--- config.mk ---
export PLATFORM = sky130hd
export DESIGN_NAME = jlit_link_init
export DESIGN_NICKNAME = d
export VERILOG_FILES = /design/src/shared/jlit_pkg.sv /design/src/hdl/jlit_sync2.sv /design/src/hdl/jlit_link_init.sv
export SDC_FILE = /design/constraint.sdc
export NUM_CORES = 1
export LEC_CHECK = 0
export ABC_AREA = 0
export BUFFER_PORTS_ARGS = -buffer_cell sky130_fd_sc_hd__buf_2
export CAP_MARGIN = 25
export CORE_MARGIN = 3
export CORE_UTILIZATION = 50
export DETAILED_ROUTE_END_ITERATION = 6
export MAX_ROUTING_LAYER = met4
export PLACE_DENSITY = 0.79
export SETUP_SLACK_MARGIN = 0.5
export SKIP_LAST_GASP = 1
export SLEW_MARGIN = 5
export SYNTH_ARGS = -nofsm -noshare
export SYNTH_HDL_FRONTEND = slang
export SYNTH_HIERARCHICAL = 1
export SYNTH_SLANG_ARGS = --single-unit
--- constraint.sdc ---
create_clock -name REF_CLK -period 2.1 [get_ports REF_CLK]
set_input_delay 0.105 -clock REF_CLK [delete_from_list [all_inputs] [get_ports REF_CLK]]
set_output_delay 0.105 -clock REF_CLK [all_outputs]
set_load 0.005 [all_outputs]
--- src/shared/jlit_pkg.sv ---
/*
 * Constants and types of the link start-up sequencer of a two-channel serial
 * converter transmitter.
 * Assumes one frame per REF_CLK cycle and a fixed multi-frame length.
 */
package jlit_pkg;

    // ==========================================================
    // Framing
    localparam int unsigned      FRAMES_PER_MF    = 32;
    localparam int unsigned      CYCLES_PER_FRAME = 1;
    localparam logic [4:0]       MF_LAST          = 5'h1F;
    localparam logic [4:0]       MF_FIRST         = 5'h00;
    // First frame of each phase leaves this many frames after the boundary
    localparam int unsigned      LAUNCH_FRAMES    = 6;
    localparam logic [4:0]       LAUNCH_POS       = 5'(LAUNCH_FRAMES * CYCLES_PER_FRAME);
    localparam logic [4:0]       LAUNCH_PRE       = 5'(LAUNCH_FRAMES * CYCLES_PER_FRAME - 1);
    localparam int unsigned      SETUP_FRAMES     = 3;
    localparam int unsigned      ILA_MULTIFRAMES  = 4;
    localparam logic [1:0]       ILA_LAST_MF      = 2'(ILA_MULTIFRAMES - 1);
    localparam int unsigned      RESYNC_FRAMES    = 4;
    localparam logic [2:0]       RESYNC_HOLD      = 3'(RESYNC_FRAMES * CYCLES_PER_FRAME);
    localparam int unsigned      LANE_MBPS_MIN    = 1000;
    localparam int unsigned      LANE_MBPS_MAX    = 7400;

    // ==========================================================
    // Characters and control flags (one flag per octet, high = K)
    localparam logic [7:0]       CHAR_K           = 8'hBC;
    localparam logic [7:0]       CHAR_R           = 8'h1C;
    localparam logic [7:0]       CHAR_A           = 8'h7C;
    localparam logic [1:0]       CTRL_NONE        = 2'h0;
    localparam logic [1:0]       CTRL_LOW         = 2'h1;
    localparam logic [1:0]       CTRL_HIGH        = 2'h2;
    localparam logic [1:0]       CTRL_BOTH        = 2'h3;

    // ==========================================================
    // Types
    typedef enum logic [1:0] {
        LS_WAIT = 2'h0,
        LS_CGS  = 2'h1,
        LS_ILA  = 2'h2,
        LS_DATA = 2'h3
    } jlit_state_t;

    typedef struct packed {
        logic [15:0] a;
        logic [15:0] b;
    } jlit_samples_t;

    typedef struct packed {
        logic [1:0]  ctrl;
        logic [15:0] data;
    } jlit_lane_t;

    typedef struct packed {
        jlit_lane_t a;
        jlit_lane_t b;
    } jlit_lanes_t;

endpackage : jlit_pkg

--- src/hdl/jlit_sync2.sv ---
/*
 * Two-stage level synchroniser.
 * Assumes the input may change at any time relative to clk.
 */
`timescale 1ns/1ps
module jlit_sync2 (
    input  wire logic clk,
    input  wire logic rst,
    input  wire logic rst_value,
    input  wire logic d,
    output logic      q
);
    logic stage1;

    // ==========================================================
    // Stages; stage1 feeds nothing but q
    always_ff @(posedge clk) begin
        if (rst) begin
            stage1 <= rst_value;
            q      <= rst_value;
        end else begin
            stage1 <= d;
            q      <= stage1;
        end
    end
endmodule : jlit_sync2

--- src/hdl/jlit_link_init.sv ---
/*
 * Transmit link start-up sequencer: code group sync, lane alignment, data,
 * each launched at a fixed offset from the local multi-frame boundary.
 * Assumes REF_CLK is the frame clock and samples arrive on that clock.
 */
// Operation
// First K28.5 frame leaves six frames after the multi-frame boundary.
// First alignment frame leaves six frames after the multi-frame boundary.
// First data frame leaves six frames after the multi-frame boundary.
// Receiver settles sync request three frames before the boundary.
// Sync request is sampled at the boundary; no hold needed after it.
// Sync request held four frames forces a full restart.
// Alignment sequence lasts exactly four multi-frames before data.
// Lane bit rate stays between 1 and 7.4 Gb/s.
// Receiver holds SYSREF high and low at least two frames each.
// One frame per sample clock, one sample per converter.
// Send K28.5 while requested, then alignment, then data.
`timescale 1ns/1ps
module jlit_link_init (
    input  wire logic              REF_CLK,
    input  wire logic              RST,
    input  wire logic              SYSREF,
    input  wire logic              LINK_RESYNC_REQUEST_N,
    input  wire jlit_pkg::jlit_samples_t SAMPLES,
    output jlit_pkg::jlit_lanes_t  LANE_OUT,
    output jlit_pkg::jlit_state_t  LINK_STATE,
    output logic                   LMFC_BOUNDARY
);
    import jlit_pkg::*;

    // Lane rate is set by the serialiser; kept here for reference only, nothing checks it
    localparam int unsigned LANE_MBPS_NOM = LANE_MBPS_MAX;

    logic        sysref_sync;
    logic        req_n_sync;
    logic        sysref_prev;
    logic [4:0]  lmfc_cnt;
    logic [4:0]  next_lmfc_cnt;
    logic        req_n_at_boundary;
    logic        next_req_n_at_boundary;
    jlit_state_t state;
    jlit_state_t next_state;
    logic [1:0]  ila_mf;
    logic [1:0]  next_ila_mf;
    logic [2:0]  hold_cnt;
    logic [2:0]  next_hold_cnt;
    jlit_lanes_t next_lanes;
    logic        next_boundary;
    logic        launch_pre;
    logic        resync_hit;

    // ==========================================================
    // Pin synchronisers
    jlit_sync2 u_sync_sysref (
        .clk       (REF_CLK),
        .rst       (RST),
        .rst_value (1'b0),
        .d         (SYSREF),
        .q         (sysref_sync)
    );

    // setup of three frames covers the two synchroniser stages
    jlit_sync2 u_sync_req (
        .clk       (REF_CLK),
        .rst       (RST),
        .rst_value (1'b0),
        .d         (LINK_RESYNC_REQUEST_N),
        .q         (req_n_sync)
    );

    // ==========================================================
    // Frame builder
    function automatic jlit_lanes_t build_frame(input jlit_state_t st,
                                                input logic [4:0] pos,
                                                input jlit_samples_t smp);
        jlit_lanes_t f;
        f = '0;
        unique case (st)
            LS_WAIT: begin
                f = '0;
            end
            LS_CGS: begin
                f.a = '{ctrl: CTRL_BOTH, data: {CHAR_K, CHAR_K}};
                f.b = '{ctrl: CTRL_BOTH, data: {CHAR_K, CHAR_K}};
            end
            LS_ILA: begin
                // Filler is a ramp of the frame position; framing chars mark the ends
                f.a.data = {3'h0, pos, 3'h0, pos};
                f.a.ctrl = CTRL_NONE;
                if (pos == MF_FIRST) begin
                    f.a.data[15:8] = CHAR_R;
                    f.a.ctrl       = CTRL_HIGH;
                end else if (pos == MF_LAST) begin
                    f.a.data[7:0] = CHAR_A;
                    f.a.ctrl      = CTRL_LOW;
                end
                f.b = f.a;
            end
            LS_DATA: begin
                f.a = '{ctrl: CTRL_NONE, data: smp.a};
                f.b = '{ctrl: CTRL_NONE, data: smp.b};
            end
        endcase
        return f;
    endfunction : build_frame

    // ==========================================================
    // Local multi-frame counter, aligned by SYSREF rising edge
    always_comb begin
        next_lmfc_cnt          = lmfc_cnt + 5'h01;
        next_req_n_at_boundary = req_n_at_boundary;
        if (sysref_sync && !sysref_prev) begin
            next_lmfc_cnt = MF_FIRST;
        end
        if (lmfc_cnt == MF_FIRST) begin
            next_req_n_at_boundary = req_n_sync;
        end
        next_boundary = (next_lmfc_cnt == MF_FIRST);
    end

    always_ff @(posedge REF_CLK) begin
        if (RST) begin
            lmfc_cnt          <= MF_FIRST;
            sysref_prev       <= 1'b0;
            req_n_at_boundary <= 1'b0;
            LMFC_BOUNDARY     <= 1'b0;
        end else begin
            lmfc_cnt          <= next_lmfc_cnt;
            sysref_prev       <= sysref_sync;
            req_n_at_boundary <= next_req_n_at_boundary;
            LMFC_BOUNDARY     <= next_boundary;
        end
    end

    // ==========================================================
    // Link state machine; changes other than the resync restart to LS_WAIT land at the launch position
    assign launch_pre = (lmfc_cnt == LAUNCH_PRE);
    assign resync_hit = !req_n_sync && (hold_cnt == RESYNC_HOLD - 3'h1);

    always_comb begin
        next_state    = state;
        next_ila_mf   = ila_mf;
        next_hold_cnt = req_n_sync ? 3'h0 : hold_cnt;
        if (!req_n_sync && hold_cnt != RESYNC_HOLD) begin
            next_hold_cnt = hold_cnt + 3'h1;
        end
        unique case (state)
            LS_WAIT: begin
                if (launch_pre) begin
                    next_state = LS_CGS;
                end
            end
            LS_CGS: begin
                if (launch_pre && req_n_at_boundary) begin
                    next_state  = LS_ILA;
                    next_ila_mf = 2'h0;
                end
            end
            LS_ILA: begin
                if (resync_hit) begin
                    next_state = LS_WAIT;
                end else if (launch_pre) begin
                    next_ila_mf = ila_mf + 2'h1;
                    if (ila_mf == ILA_LAST_MF) begin
                        next_state = LS_DATA;
                    end
                end
            end
            LS_DATA: begin
                if (resync_hit) begin
                    next_state = LS_WAIT;
                end
            end
        endcase
        next_lanes = build_frame(next_state, 5'(lmfc_cnt - LAUNCH_PRE), SAMPLES);
    end

    always_ff @(posedge REF_CLK) begin
        if (RST) begin
            state    <= LS_WAIT;
            ila_mf   <= 2'h0;
            hold_cnt <= 3'h0;
            LANE_OUT <= '0;
        end else begin
            state    <= next_state;
            ila_mf   <= next_ila_mf;
            hold_cnt <= next_hold_cnt;
            LANE_OUT <= next_lanes;
        end
    end

    assign LINK_STATE = state;

    // ==========================================================
    // Checks
    logic [7:0] ila_cycles;

    always_ff @(posedge REF_CLK) begin
        if (RST || state != LS_ILA) begin
            ila_cycles <= 8'h00;
        end else begin
            ila_cycles <= ila_cycles + 8'h01;
        end
    end
endmodule : jlit_link_init

==> results.toml <==
[worst_setup_path]
worstSetupStartpointType = "flip-flop"
crit_fanout = 5
worstSetupPathType = "flip-flop to flip-flop"
required_ps = 2360
crit_path_end_kind = "flip-flop"
arrival_ps = 2040

[grt]
grt_antenna_before_repair = 0
grt.overflow.total = 0
grt_pass1_vias = 1972
grt_start_max_net_pins = 28
grt_first_pass_wirelength_mm = 9.03
track_usage_pct = 22.3

[sta]
rsz0062_at_grt = "true"
final.min_clock_period_ps = 1780
slew_viol_final = 0
fin_crit_sh_pct = 84.6
finalClockSkew_ps = 7.94
fmax_mhz = 563
tns_ps = 0
setup_violations = 0
hold_viol = 0

[die]
die_area_um2 = 5330
rows = 23
ios = 75
die_h_um = 73
start_util_pct = 53.8
core_area_um2 = 4170
dieWidth_um = 73

[route]
vias_per_cell = 5.20
totalWireLength_mm = 5.72
wl_met2_mm = 2.96
drc = 0
ant_nets = 0
wl_per_cell_um = 14.1
detailroute.wirelength.met3_um = 346
m1WireLength_mm = 2.33
vias = 2113
firstDrtPassIters = 4
drt_iter0_markers = 88
highest_layer = "met4"

[logic_synthesis]
synth_edf_count = 0
synth_area_um2 = 2240
yosysSeqAreaShare_pct = 47.3
syn_inst = 253
postSynthAreaPerCell_um2 = 8.87
synth_cell_types = 47
async_reset_ff_share_pct = 0
ys.flop_type = "dfxtp_1"
yosysWarnings = 6
synth.top_cell.area_share_pct = 47.3
synth.area.top_cells = "dfxtp_1 47%, nor2_1 5.9%, ha_1 5.0%"
synthTopCellsByCount = "53 x dfxtp_1, 35 x nor2_1, 25 x nand2_1"
synth_area_leader_cell = "dfxtp_1"
synth_seq_cells = 53
synth.most_common_cell = "dfxtp_1"

[cts]
path_clk_slew_ps = 100
tritoncts = "built"
cts-buffers-inserted = 5
insertion_delay_ps = 310
root_buffer = "clkbuf_8"
h-tree-depth = 2
cts_sinks = 53
clockBufferDepth = 2

[power_and_ir_drop]
p_leak_nw = 1.51
p_per_area_nw_per_um2 = 567
peakVddDrop_mv = 0.483

[layout]
nets = 400
final_area_um2 = 3200
diodes = 0
drive_gt1_share_pct = 41.6
area_growth_pct = 42.4

[placement]
gp_congestion = 0.938
dp_hpwl_mm = 3.86
numPortBuffers = 74
dpl_cell_area_um2 = 2740

[flow_run]
max_cap_viol_count = 0

[hold_path]
hold_class = "primary input to flip-flop"

[outcome]
outcome = "complete, no violations"
==> timing repair <==
| action | 4_1_cts | 5_1_grt |
|---|---|---|
| hold endpoints to repair | 10 | 0 |
| gates cloned | 1 | 0 |
| buffers inserted | 9 | 2 |
| endpoints found under the setup margin | 37 | 37 |
| pin swaps | 4 | 10 |
| gates resized for setup | 24 | 20 |
| hold buffers | 10 | 0 |
==> cell usage in the layout, fill, tap and decap left out, types with 5 or more instances in the layout <==
cell,n
a31oi_1,5
nor3_1,8
a21oi_1,5
o21ai_1,7
clkbuf_8,5
dlygate4sd3_1,10
ha_1,6
nor2_1,32
dfxtp_1,46
buf_4,18
buf_2,74
nor2b_1,7
nand2_1,25
nand2b_1,5
inv_1,8
o21ai_0,5
==> worst max-delay path, cell delays in order, from the launching register on <==
cell,delay [ps]
dfxtp_4,380
inv_4,50
ha_4,160
and4bb_4,220
a211oi_4,250
buf_6,150
o21ai_4,80
or3_4,380
nand2_1,60
==> final timing paths <==
path,start,end,slack (ps),depth (start not counted)
max,lmfc_cnt[1]$_SDFF_PP0_,LANE_OUT[27]$_SDFF_PP0_,320,8
min,SAMPLES[31],LANE_OUT[33]$_SDFF_PP0_,10,3
max reg2reg,lmfc_cnt[1]$_SDFF_PP0_,LANE_OUT[27]$_SDFF_PP0_,320,8
min reg2reg,u_sync_req/stage1$_DFF_P_,u_sync_req/q$_DFF_P_,460,1
==> power by group <==
part / switching [mW] / internal [mW] / total (mW)
Combinational: 0.0909 / 0.0975 / 0.188
Clock: 0.343 / 0.237 / 0.580
Sequential: 0.0169 / 1.03 / 1.04
==> layout make-up <==
| cell class | instances | area, µm² |
|---|---|---|
| sequential | 53 | 1080 |
| inverter | 9 | 36.3 |
| clock inverter | 3 | 21.3 |
| clock buffer | 5 | 68.8 |
| tap | 50 | 62.6 |
| fill | 287 | 976 |
| timing repair buffer | 105 | 639 |
| multi-input combinational | 181 | 1290 |
==> routing by layer <==
metal / vias to the layer above / track usage, %
li1: 1054 / -
met1: 983 / 26.1
met2: 68 / 38.7
met3: 8 / 3.99
met4: 0 / 6.76
met5: - / -
==> state kept, by name, summed over array words and instances, names as in the netlist <==
register,count
u_sync_sysref/stage1,1
LANE_OUT,34
lmfc_cnt,5
req_n_at_boundary,1
sysref_prev,1
ila_mf,2
hold_cnt,3
u_sync_req/stage1,1
u_sync_req/q,1
LINK_STATE,2
u_sync_sysref/q,1
LMFC_BOUNDARY,1
==> stage by stage <==
step	worst slack (ps)	cells	hold slack (ps)	power [mW]	util [%]
5_1_grt	259	406	14.6	1.87	76.6
6_report	324	406	9.82	1.81	76.6
3_5_place_dp	171	376	300	1.21	65.6
2_1_floorplan	323	256	212	1.15	-
3_3_place_gp	216	376	301	1.20	65.6
4_1_cts	337	404	9.72	1.80	74.2
==> kinds of logic after synthesis <==
| group | share of synthesized area, % |
|---|---|
| buffers and inverters | 4.79 |
| multiplexers | 2.90 |
| other | 0.167 |
| adder cells (fa/ha/maj) | 5.02 |
| XOR/XNOR | 2.73 |
| flip-flops | 47.3 |
| AO/OA/AOI/OAI | 14.2 |
| AND/OR/NAND/NOR | 23.0 |
No activity file was read; power rests on OpenSTA's default activity.
